### src/common/sfwp_defines.svh
/*
  Offsets, field positions, reset values and timing figures of the
  serial flash write-protection block. Assumes a 40 MHz core clock.
*/
`ifndef SFWP_DEFINES_SVH
`define SFWP_DEFINES_SVH

`define SFWP_CLK_MHZ 40
`define SFWP_PUW_NS 1000000

`define SFWP_OFF_CTRL 8'h00
`define SFWP_OFF_STAT 8'h04
`define SFWP_OFF_LOCK 8'h08

`define SFWP_CTRL_NEWER 0
`define SFWP_CTRL_FOUR 1
`define SFWP_CTRL_RST 2'h3

`define SFWP_ST_LATCH 0
`define SFWP_ST_DPD 1
`define SFWP_ST_HWP 2
`define SFWP_ST_PUOK 3
`define SFWP_ST_BP 4
`define SFWP_ST_SWD 6

`define SFWP_LOCK_LD 4

`define SFWP_DAT_WL 0
`define SFWP_DAT_LD 1
`define SFWP_DAT_BP 2
`define SFWP_DAT_SWD 7

`endif

### src/common/sfwp_pkg.sv
/*
  Types of the serial flash write-protection block.
  Assumes sfwp_defines.svh supplies the numeric constants.
*/
package sfwp_pkg;

  typedef enum logic [7:0] {
    write_enable_cmd = 8'h06,
    write_disable_cmd = 8'h04,
    status_write_cmd = 8'h01,
    lock_reg_write_cmd = 8'hE5,
    page_write_cmd = 8'h0A,
    page_program_cmd = 8'h02,
    page_erase_cmd = 8'hDB,
    subsector_erase_cmd = 8'h20,
    sector_erase_cmd = 8'hD8,
    bulk_erase_cmd = 8'hC7,
    power_down_cmd = 8'hB9,
    power_release_cmd = 8'hAB
  } sfwp_op_t;

  typedef struct packed {
    logic [2:0] sclk_s;
    logic [2:0] cs_s;
    logic [1:0] mosi_s;
    logic [1:0] tsl_s;
    logic [1:0] wp_s;
    logic [2:0] phase;
    logic [2:0] byte_cnt;
    logic [7:0] shift;
    logic [7:0] opcode;
    logic [23:0] addr;
    logic [7:0] data;
    logic write_enable_latch;
    logic dpd;
    logic [1:0] bp;
    logic status_write_disable_bit;
    logic [3:0] wl;
    logic [3:0] ld;
    logic [19:0] pu_cnt;
    logic pu_ok;
    logic [1:0] ctrl;
    logic [31:0] rdata;
    logic exec_start;
    logic [7:0] exec_op;
    logic [23:0] exec_addr;
    logic refuse;
  } sfwp_state_t;

endpackage

### src/design/sfwp_core.sv
/*
  Write-protection gate of a small serial flash. Samples the SPI pins
  and the protect pins with the core clock, tracks the enable latch,
  power-down, lock registers and block-protect bits, and issues an
  execute pulse only for modifying instructions that pass every check.
  Assumes the serial clock is well below a quarter of i_clk.
*/
// The plain strobed port and the placing of the registers were left to the implementer.
// What this block does
// - A modifying instruction runs only if its clock count is a multiple of 8.
// - Modifying instructions need the enable latch set by the enable command.
// - Latch clears on reset and on completion of each listed instruction except status write.
// - Reset held low freezes the logic in its reset state.
// - In deep power-down, write, program and erase instructions are ignored.
// - Older process: top sector lock pin low makes top 256 pages read-only.
// - Newer process: protect pin low with disable bit set locks status bits.
// - One lock register per 64-Kbyte sector: write-lock and lock-down bits.
// - Write-lock bit set makes modifications of that sector fail.
// - Lock-down bit set freezes that sector's lock bits until reset.
// - Lock bits are volatile and clear to zero on reset.
// - Four sectors: 00 none, 01 sector 3, 10 sectors 2-3, 11 all.
// - Two sectors: 00 none, 01 and 10 sector 1, 11 both.
// - Bulk erase accepted only with both block-protect bits zero.
// - A region is protected if any active mechanism protects it.
// - Modifications are inhibited until the power-up delay expires.
// - Opcode, address and data arrive most significant bit first.
`timescale 1ns/1ps
`include "sfwp_defines.svh"

module sfwp_core
  import sfwp_pkg::*;
#(
  parameter int unsigned PUW_NS = `SFWP_PUW_NS
) (
  // Clock and reset
  input wire logic i_clk,
  input wire logic i_rst_n,
  // SPI pins
  input wire logic i_spi_clk,
  input wire logic i_spi_cs_n,
  input wire logic i_spi_mosi,
  // Protect pins
  input wire logic i_top_sector_lock_in,
  input wire logic i_write_protect_n,
  // Register port
  input wire logic [7:0] i_reg_addr,
  input wire logic [31:0] i_reg_wdata,
  input wire logic i_reg_wr,
  input wire logic i_reg_rd,
  output logic [31:0] o_reg_rdata,
  // Array sequencer
  output logic o_exec_start,
  output logic [7:0] o_exec_op,
  output logic [23:0] o_exec_addr,
  output logic o_refuse
);

  localparam logic [19:0] PUW_CYC =
    20'((PUW_NS * `SFWP_CLK_MHZ + 999) / 1000);

  sfwp_state_t st_r;
  sfwp_state_t st_nxt;

  function automatic logic [3:0] bp_mask(input logic [1:0] bp,
                                          input logic four);
    logic [3:0] m;
    m = 4'h0;
    if (four) begin
      unique case (bp)
        2'h0: m = 4'h0;
        2'h1: m = 4'h8;
        2'h2: m = 4'hC;
        2'h3: m = 4'hF;
      endcase
    end else begin
      unique case (bp)
        2'h0: m = 4'h0;
        2'h1: m = 4'h2;
        2'h2: m = 4'h2;
        2'h3: m = 4'h3;
      endcase
    end
    return m;
  endfunction

  function automatic logic [1:0] sec_of(input logic [23:0] a,
                                         input logic four);
    return four ? a[17:16] : {1'b0, a[16]};
  endfunction

  function automatic logic [2:0] min_bytes(input logic [7:0] op);
    unique case (op)
      page_write_cmd, page_program_cmd, lock_reg_write_cmd: return 3'h5;
      page_erase_cmd, subsector_erase_cmd, sector_erase_cmd: return 3'h4;
      status_write_cmd: return 3'h2;
      default: return 3'h1;
    endcase
  endfunction

  logic newer;
  logic four;
  logic hw_protected_mode;
  logic [3:0] prot_all;
  logic [3:0] top_mask;

  assign newer = st_r.ctrl[`SFWP_CTRL_NEWER];
  assign four = st_r.ctrl[`SFWP_CTRL_FOUR];
  assign hw_protected_mode = newer & ~st_r.wp_s[1] &
                             st_r.status_write_disable_bit;
  assign top_mask = four ? 4'h8 : 4'h2;
  // Top 256 pages of 256 bytes are exactly the top sector
  assign prot_all = st_r.wl | bp_mask(st_r.bp, four) |
                    ((!newer && !st_r.tsl_s[1]) ? top_mask : 4'h0);

  always_comb begin
    logic sclk_rise;
    logic frame_end;
    logic [7:0] nb;
    logic aligned;
    logic gen_ok;
    logic is_mod;
    logic [1:0] sec;
    logic [31:0] rd;
    sclk_rise = 1'b0;
    frame_end = 1'b0;
    nb = 8'h00;
    aligned = 1'b0;
    gen_ok = 1'b0;
    is_mod = 1'b0;
    sec = 2'h0;
    rd = 32'h0;
    st_nxt = st_r;
    st_nxt.exec_start = 1'b0;
    st_nxt.refuse = 1'b0;
    st_nxt.rdata = 32'h0;

    st_nxt.sclk_s = {st_r.sclk_s[1:0], i_spi_clk};
    st_nxt.cs_s = {st_r.cs_s[1:0], i_spi_cs_n};
    st_nxt.mosi_s = {st_r.mosi_s[0], i_spi_mosi};
    st_nxt.tsl_s = {st_r.tsl_s[0], i_top_sector_lock_in};
    st_nxt.wp_s = {st_r.wp_s[0], i_write_protect_n};
    sclk_rise = st_r.sclk_s[1] & ~st_r.sclk_s[2];
    frame_end = st_r.cs_s[1] & ~st_r.cs_s[2];

    if (!st_r.pu_ok) begin
      st_nxt.pu_cnt = st_r.pu_cnt + 20'h1;
      st_nxt.pu_ok = (st_r.pu_cnt + 20'h1) >= PUW_CYC;
    end

    if (st_r.cs_s[1]) begin
      st_nxt.phase = 3'h0;
      st_nxt.byte_cnt = 3'h0;
    end else if (sclk_rise) begin
      nb = {st_r.shift[6:0], st_r.mosi_s[1]};
      st_nxt.shift = nb;
      st_nxt.phase = st_r.phase + 3'h1;
      if (st_r.phase == 3'h7) begin
        if (st_r.byte_cnt != 3'h7) begin
          st_nxt.byte_cnt = st_r.byte_cnt + 3'h1;
        end
        unique case (st_r.byte_cnt)
          3'h0: st_nxt.opcode = nb;
          3'h1, 3'h2, 3'h3: st_nxt.addr = {st_r.addr[15:0], nb};
          3'h4: st_nxt.data = nb;
          default: ;
        endcase
      end
    end

    if (frame_end) begin
      aligned = st_r.phase == 3'h0 && st_r.byte_cnt != 3'h0;
      aligned = aligned && st_r.byte_cnt >= min_bytes(st_r.opcode);
      sec = sec_of(st_r.addr, four);
      is_mod = 1'b1;
      unique case (st_r.opcode)
        write_enable_cmd, write_disable_cmd, power_down_cmd,
        power_release_cmd: is_mod = 1'b0;
        status_write_cmd, lock_reg_write_cmd, page_write_cmd,
        page_program_cmd, page_erase_cmd, subsector_erase_cmd,
        sector_erase_cmd, bulk_erase_cmd: is_mod = 1'b1;
        default: is_mod = 1'b0;
      endcase
      gen_ok = aligned && st_r.write_enable_latch && st_r.pu_ok;
      if (st_r.dpd) begin
        st_nxt.refuse = is_mod;
        if (aligned && st_r.opcode == power_release_cmd) begin
          st_nxt.dpd = 1'b0;
        end
      end else if (!is_mod) begin
        if (aligned) begin
          unique case (st_r.opcode)
            write_enable_cmd: st_nxt.write_enable_latch = 1'b1;
            write_disable_cmd: st_nxt.write_enable_latch = 1'b0;
            power_down_cmd: st_nxt.dpd = 1'b1;
            default: ;
          endcase
        end
      end else if (!gen_ok) begin
        st_nxt.refuse = 1'b1;
      end else begin
        unique case (st_r.opcode)
          status_write_cmd: begin
            // Status data is the byte right after the opcode
            if (newer && !hw_protected_mode) begin
              st_nxt.bp = st_r.addr[`SFWP_DAT_BP +: 2];
              st_nxt.status_write_disable_bit =
                st_r.addr[`SFWP_DAT_SWD];
            end else begin
              st_nxt.refuse = 1'b1;
            end
          end
          lock_reg_write_cmd: begin
            if (!st_r.ld[sec]) begin
              st_nxt.wl[sec] = st_r.data[`SFWP_DAT_WL];
              st_nxt.ld[sec] = st_r.data[`SFWP_DAT_LD];
              st_nxt.write_enable_latch = 1'b0;
            end else begin
              st_nxt.refuse = 1'b1;
            end
          end
          bulk_erase_cmd: begin
            if (st_r.bp == 2'h0 && prot_all == 4'h0) begin
              st_nxt.exec_start = 1'b1;
              st_nxt.write_enable_latch = 1'b0;
            end else begin
              st_nxt.refuse = 1'b1;
            end
          end
          default: begin
            if (!prot_all[sec]) begin
              st_nxt.exec_start = 1'b1;
              st_nxt.write_enable_latch = 1'b0;
            end else begin
              st_nxt.refuse = 1'b1;
            end
          end
        endcase
        if (st_nxt.exec_start) begin
          st_nxt.exec_op = st_r.opcode;
          st_nxt.exec_addr = st_r.addr;
        end
      end
    end

    // Variant select takes effect next cycle, so it also governs a frame in flight
    if (i_reg_wr && i_reg_addr == `SFWP_OFF_CTRL) begin
      st_nxt.ctrl = i_reg_wdata[1:0];
    end
    if (i_reg_rd) begin
      unique case (i_reg_addr)
        `SFWP_OFF_CTRL: rd[1:0] = st_r.ctrl;
        `SFWP_OFF_STAT: begin
          rd[`SFWP_ST_LATCH] = st_r.write_enable_latch;
          rd[`SFWP_ST_DPD] = st_r.dpd;
          rd[`SFWP_ST_HWP] = hw_protected_mode;
          rd[`SFWP_ST_PUOK] = st_r.pu_ok;
          rd[`SFWP_ST_BP +: 2] = st_r.bp;
          rd[`SFWP_ST_SWD] = st_r.status_write_disable_bit;
        end
        `SFWP_OFF_LOCK: begin
          rd[3:0] = st_r.wl;
          rd[`SFWP_LOCK_LD +: 4] = st_r.ld;
        end
        default: rd = 32'h0;
      endcase
      st_nxt.rdata = rd;
    end
  end

  always_ff @(posedge i_clk or negedge i_rst_n) begin
    if (!i_rst_n) begin
      st_r <= '0;
      st_r.sclk_s <= 3'h0;
      st_r.cs_s <= 3'h7;
      st_r.ctrl <= `SFWP_CTRL_RST;
    end else begin
      st_r <= st_nxt;
    end
  end

  assign o_reg_rdata = st_r.rdata;
  assign o_exec_start = st_r.exec_start;
  assign o_exec_op = st_r.exec_op;
  assign o_exec_addr = st_r.exec_addr;
  assign o_refuse = st_r.refuse;

  chk_latch_gate: assert property (
    @(posedge i_clk) disable iff (!i_rst_n)
    st_r.exec_start |-> $past(st_r.write_enable_latch))
    else $error("execute without enable latch");

  chk_byte_aligned: assert property (
    @(posedge i_clk) disable iff (!i_rst_n)
    st_r.exec_start |-> $past(st_r.phase) == 3'h0)
    else $error("execute on a partial byte");

  chk_latch_cleared: assert property (
    @(posedge i_clk) disable iff (!i_rst_n)
    st_r.exec_start |-> !st_r.write_enable_latch)
    else $error("latch still set after execute");

  chk_dpd_ignore: assert property (
    @(posedge i_clk) disable iff (!i_rst_n)
    $past(st_r.dpd) |-> !st_r.exec_start)
    else $error("execute during power-down");

  chk_lockdown_sticky: assert property (
    @(posedge i_clk) disable iff (!i_rst_n)
    ($past(st_r.ld) & ((st_r.wl ^ $past(st_r.wl)) |
      ~st_r.ld)) == 4'h0)
    else $error("locked-down bits changed");

  chk_bulk_bp: assert property (
    @(posedge i_clk) disable iff (!i_rst_n)
    st_r.exec_start && st_r.exec_op == bulk_erase_cmd |-> st_r.bp == 2'h0)
    else $error("bulk erase with block protect set");

  chk_sector_prot: assert property (
    @(posedge i_clk) disable iff (!i_rst_n)
    st_r.exec_start && st_r.exec_op != bulk_erase_cmd |->
      !$past(prot_all[sec_of(st_r.addr, four)]))
    else $error("execute into a protected sector");

  chk_powerup: assert property (
    @(posedge i_clk) disable iff (!i_rst_n)
    !st_r.pu_ok |=> !st_r.exec_start)
    else $error("execute before power-up delay");

  chk_status_frozen: assert property (
    @(posedge i_clk) disable iff (!i_rst_n)
    hw_protected_mode |=> $stable(st_r.bp) &&
      $stable(st_r.status_write_disable_bit))
    else $error("status bits changed in protected mode");

  cov_exec: cover property (@(posedge i_clk) disable iff (!i_rst_n)
    st_r.exec_start);
  cov_refuse: cover property (@(posedge i_clk) disable iff (!i_rst_n)
    st_r.refuse);
  cov_lockdown: cover property (@(posedge i_clk) disable iff (!i_rst_n)
    $rose(st_r.ld[0]));
  cov_dpd: cover property (@(posedge i_clk) disable iff (!i_rst_n)
    $fell(st_r.dpd));

endmodule

### config.mk
export PLATFORM = sky130hd
export DESIGN_NAME = sfwp_core
export DESIGN_NICKNAME = d
export VERILOG_FILES = /design/src/common/sfwp_pkg.sv /design/src/design/sfwp_core.sv
export VERILOG_INCLUDE_DIRS = /design/src /design/src/common
export SDC_FILE = /design/constraint.sdc
export NUM_CORES = 1
export LEC_CHECK = 0
export BUFFER_PORTS_ARGS = -buffer_cell sky130_fd_sc_hd__clkbuf_2
export CAP_MARGIN = 20
export CELL_PAD_IN_SITES_DETAIL_PLACEMENT = 0
export CELL_PAD_IN_SITES_GLOBAL_PLACEMENT = 1
export CORE_UTILIZATION = 40
export DETAILED_ROUTE_END_ITERATION = 8
export PLACE_DENSITY = 0.7
export SYNTH_ARGS = -nofsm -noshare
export SYNTH_HDL_FRONTEND = slang
export SYNTH_SLANG_ARGS = --single-unit
export TNS_END_PERCENT = 5
### constraint.sdc
create_clock -name i_clk -period 3.5 [get_ports i_clk]
set_input_delay 0.175 -clock i_clk [delete_from_list [all_inputs] [get_ports i_clk]]
set_output_delay 0.175 -clock i_clk [all_outputs]
set_load 0.005 [all_outputs]
# Word level (Yosys, flattened, before mapping)
# Cells that the tools add are included.
# Widths: inputs -> output; s select.
# totals
regBits,168
latch_bits,0
ram_bits,0
romBits,0
inputBits,49
wordCells,173
n_memories,0
# classes
n_addsub,3
multipliers,0
div_mod_pow,0
order_cmp,4
n_eq_ne,28
shifts,0
muxes,62
bitwise,12
reduce_logical,39
# ops
operator,n
$mux 34,2
$mux 33,2
$mux 54,1
$eq 8x8->1 const B,6
$mux 40,1
$mux 32,1
$mux 1,28
$eq 8x3->1 const B,3
$mux 24,1
$mux 8,3
$add 20x1->20 const B,1
$ge 20x16->1 const B,1
$eq 8x4->1 const B,2
$pmux 4 s4,1
$mux 4,3
$pmux 4 s3,1
$reduce_and 4->1,3
$reduce_and 6->1,2
$logic_and 1x1->1,10
$pmux 5 s2,1
$mux 3,3
$ne 3x3->1 const B,3
$pmux 3 s3,1
$reduce_and 9->1,1
other kinds (39),67

# Longest topological paths before layout
# logic_depth
ltp_word,19
mapped_depth,12

# Least setup slack after synthesis
# Ideal clock, no wire load.
# synth_timing
path_kind,register to register
startpoint,register st_r[136] (netlist bit)
endpoint,register st_r[101] (netlist bit)
arrival_time_ns,3.052
setup_slack_ns,0.328
stages_incl_launch_ff,12
path_buffers,0
period_less_slack_ns,3.172
path_cell_list,dfrtp_1 or4_4 nor4_4 inv_2 and3_1 ha_1 nand2b_1 a211oi_1 nor4_1 o211ai_1 or3b_1 a31o_1
# synth_between
elab_chain_len,10
# synth_lines
item,line_no,text
start: declaration,sfwp_core.sv:61,sfwp_state_t st_r;
start signal: assignment,sfwp_core.sv:277,st_r <= st_nxt;
"$eq 8x8->1, or another cell as far along","sfwp_core.sv:92, sfwp_core.sv:175",
$reduce_or 3->1,sfwp_core.sv:92,unique case (op)
$pmux 3 s3,sfwp_core.sv:92,
$mux 3,sfwp_core.sv:170,if (frame_end) begin
$ge 3x3->1,sfwp_core.sv:172,aligned = aligned && st_r.byte_cnt >= min_bytes(st_r.opcode);
$logic_and 1x1->1,sfwp_core.sv:172,
$logic_and 1x1->1 (2 in series),sfwp_core.sv:183,gen_ok = aligned && st_r.write_enable_latch && st_r.pu_ok;
$ne 2x1->1 (no source line),-,
$reduce_and 9->1 (no source line),-,
# Several ways; a longest one is shown, not always the timed one. The select of a mux whose other input is x is not followed.
# A chain may end at the register's enable or synchronous reset.

# Worst setup path after layout
# layout_timing
startpoint,register st_r[136] (netlist bit)
endpoint,"register st_r, in the netlist o_exec_addr[15]"
# layout_between
elab_chain_len,9
# layout_lines
item,line_no
"$eq 8x8->1, or another cell as far along","sfwp_core.sv:92, sfwp_core.sv:175"
$reduce_or 3->1,sfwp_core.sv:92
$pmux 3 s3,sfwp_core.sv:92
$mux 3,sfwp_core.sv:170
$ge 3x3->1,sfwp_core.sv:172
$logic_and 1x1->1,sfwp_core.sv:172
$logic_and 1x1->1 (2 in series),sfwp_core.sv:183
$reduce_and 5->1 (no source line) (*),-
# Mark *: on every way between the ends. The rest lies on a longest branch, timed or not. The select of a mux whose other input is x is not followed.

==> run metrics <==
Worst Path Required=3.81 ns; LEAKAGE=3.76 nW; RSZ-0062 raised after global routing=false; final hold slack=0.0986 ns; CTS max path bufs=2; total core area=0.0161 mm2; Wirelength per Cell=14.9 um; top post-synthesis cells by count=dfrtp_1, buf_4, mux2_1; top cells by area, synth=dfrtp_1, mux2_1, buf_4, mux2_4, ha_1; Post-synth EDFFs=0; Startpoint Class=flip-flop; Worst Hold Path EP=newer; sequential area share after synthesis=51.3%; DRT iter0 DRCs=139; reg2reg setup slack=0.19 ns; clk_skew=0.0126 ns; Crit. End Element=flip-flop; Yosys top cell by area=dfrtp_1; GP Congestion=0.830; Mapped Area=0.00669 mm2; DIE AREA=0.0173 mm2; Die W=131 um; Worst path slowest cell=or4_4; Cells after Synth=540; vias in the first global route=4,167; total global routing overflow=0; row cnt=46; Max Cap Violations=0; CTS tree=done; Via density=4.95; synth warn=0; n_diodes=0; actual slew at the worst max-slew pin=0.601 ns; top-count cell post-synth=dfrtp_1; Util after Layout=47.0%; worst setup path class=flip-flop to flip-flop; post-CTS setup buffer count=0; Clk Latency, worst-skew pair=0.43 ns; Worst EP arrival=3.62 ns; RR Endpoint=o_exec_addr[15]; Synth-to-Final Area Change=13.1%; PortBufs=60; Initial Util=41.5%; Die Y=131 um; Max VDD drop=0.322 mV; Main synth FF type=dfrtp_1; Final setup viols=0; CTS sink count=137; Flop pwr share=48.1%; fin. max-slew vios=0; Synth async-reset ratio=100%; clock-pin slew on the worst setup and hold paths=0.06 ns; DPL Wire Length=8500 um; GRT Overall Usage=15.5%; hold depth=3; Sw Share=24.6%; Net count, final=650; layout cells sized above 1=26.3%; FF-to-FF Start=st_r[136]; global-route wire length before repair=21,000 um; worst hold start=i_reg_wr; TritonCTS Buffers=17; Fmax=0.302 GHz; Slew HR=59.6%; via count=4,041; crit path cell chain=or4_4 -> or3_1 -> nand3_2 -> a21oi_1 -> ha_1 -> nor2_1 -> nand4bb_4 -> or3b_2 -> buf_12 -> mux2_1; Residual DRC=0; number of antenna violations at the first check in global routing=0; Setup TNS Final=0 ns; cells on worst reg2reg path=10; HP Class=input pin to flip-flop; endpoints failing hold=0; clock period minus worst slack=3.31 ns; clk root buf=clkbuf_16; Comb power frac=3.3%; antenna viol nets, final=0; final wirelength=12,200 um; clock power share=48.6%; status=complete, no violations; Yosys cell types=65; Int Power=2.62 mW; pin count of the biggest net entering global routing=112; H-tree Lvls=4; DRT Pass-1 Iters=4; syn avg cell area=12.4 um2; flops & latches, synth=137; Yosys top cell area share=49.4%; period utilization=94.6%; Sw Pwr=856 uW; Pwr Density=459 mW/mm2; slowest stage delay, CP=0.58 ns; crit path max fanout=32; Ports=115
-- cells in the final DEF, fill, tap and decap left out, types with 9 or more instances in the layout --
cell,n
nand3_1,18
clkbuf_16,17
mux2_4,30
xnor2_1,16
ha_1,14
nand2_1,20
clkbuf_2,59
conb_1,24
nand2b_1,12
mux2_1,46
dfrtp_1,132
xor2_1,9
nor2_1,35
buf_4,12
-- timing repair --
| action | CTS | global route |
|---|---|---|
| gates resized for setup | 0 | 2 |
| endpoints found under the hold margin | 113 | 0 |
| hold buffers | 8 | 0 |
| endpoints found under the setup margin | 0 | 6 |
-- worst max-delay path: cells and delay by family, from the launching register on --
kind                     cells  cell delay, ns
AO/OA/AOI/OAI                1            0.06
buffers and inverters        1            0.20
AND/OR/NAND/NOR              6            1.85
multiplexers                 1            0.33
adder cells (fa/ha/maj)      1            0.29
flip-flops                   1            0.43
-- layout make-up --
type	instances	area, um2
fillers	1457	8550
flip-flops and latches	137	3430
multi-input cells	342	2750
repair buffers	82	524
clock buffers	18	429
well taps	216	270
clock inverters	14	133
inverters	7	26.3
-- flip-flops by register name, indices dropped and copies added, names as in the netlist --
register,cells
st_nxt,7
o_exec_op,8
o_exec_addr,24
four,1
newer,1
o_reg_rdata,8
st_r,86
o_exec_start,1
o_refuse,1
-- cells by family after synthesis --
logic type               Yosys count  synth area share (%)
adder cells (fa/ha/maj)           14                  2.62
XOR/XNOR                          25                  3.27
buffers and inverters             84                  9.14
flip-flops                       137                  51.3
AO/OA/AOI/OAI                     47                  4.99
AND/OR/NAND/NOR                  143                  11.8
other                              1                0.0560
multiplexers                      89                  16.8
-- power groups by stage --
stage	logic, mW	clock network (mW)	registers [mW]
after CTS	0.114	1.74	1.67
after global routing	0.133	1.81	1.67
final	0.114	1.69	1.67
after detailed placement	0.106	0	1.70
after floorplan	0.0738	0	1.68
after global placement	0.102	0	1.69
-- per-layer routing --
| layer | global-route usage, % | vias to the layer above | share of wire [%] |
|---|---|---|---|
| li1 | - | 1927 | - |
| met1 | 19.8 | 2020 | 46 |
| met2 | 24.4 | 72 | 50 |
| met3 | 4.32 | 22 | 3.0 |
| met4 | 6.85 | 0 | 1.7 |
| met5 | 0 | - | 0 |
-- how the worst max path moves through the flow --
stage	startpoint	endpoint	slack, ns	cells past startpoint
floorplan	st_r[136]	st_r[101]	0.33	11
finish	st_r[136]	o_exec_addr[15]	0.19	10
detailed placement	st_r[136]	st_r[94]	0.11	11
global route	st_r[136]	st_r[101]	0.05	11
global placement	st_r[136]	st_r[94]	0.13	11
CTS	st_r[136]	st_r[94]	0.08	11
-- stage by stage --
step | instances | area (um2) | setup WS (ns) | total power [mW]
floorplan | 563 | 6780 | 0.328 | 1.75
global placement | 775 | 6880 | 0.133 | 1.80
detailed placement | 775 | 6880 | 0.107 | 1.80
CTS | 815 | 7520 | 0.0828 | 3.52
global route | 816 | 7570 | 0.0509 | 3.62
finish | 816 | 7570 | 0.188 | 3.47
No activity file was read; power rests on OpenSTA's default activity.
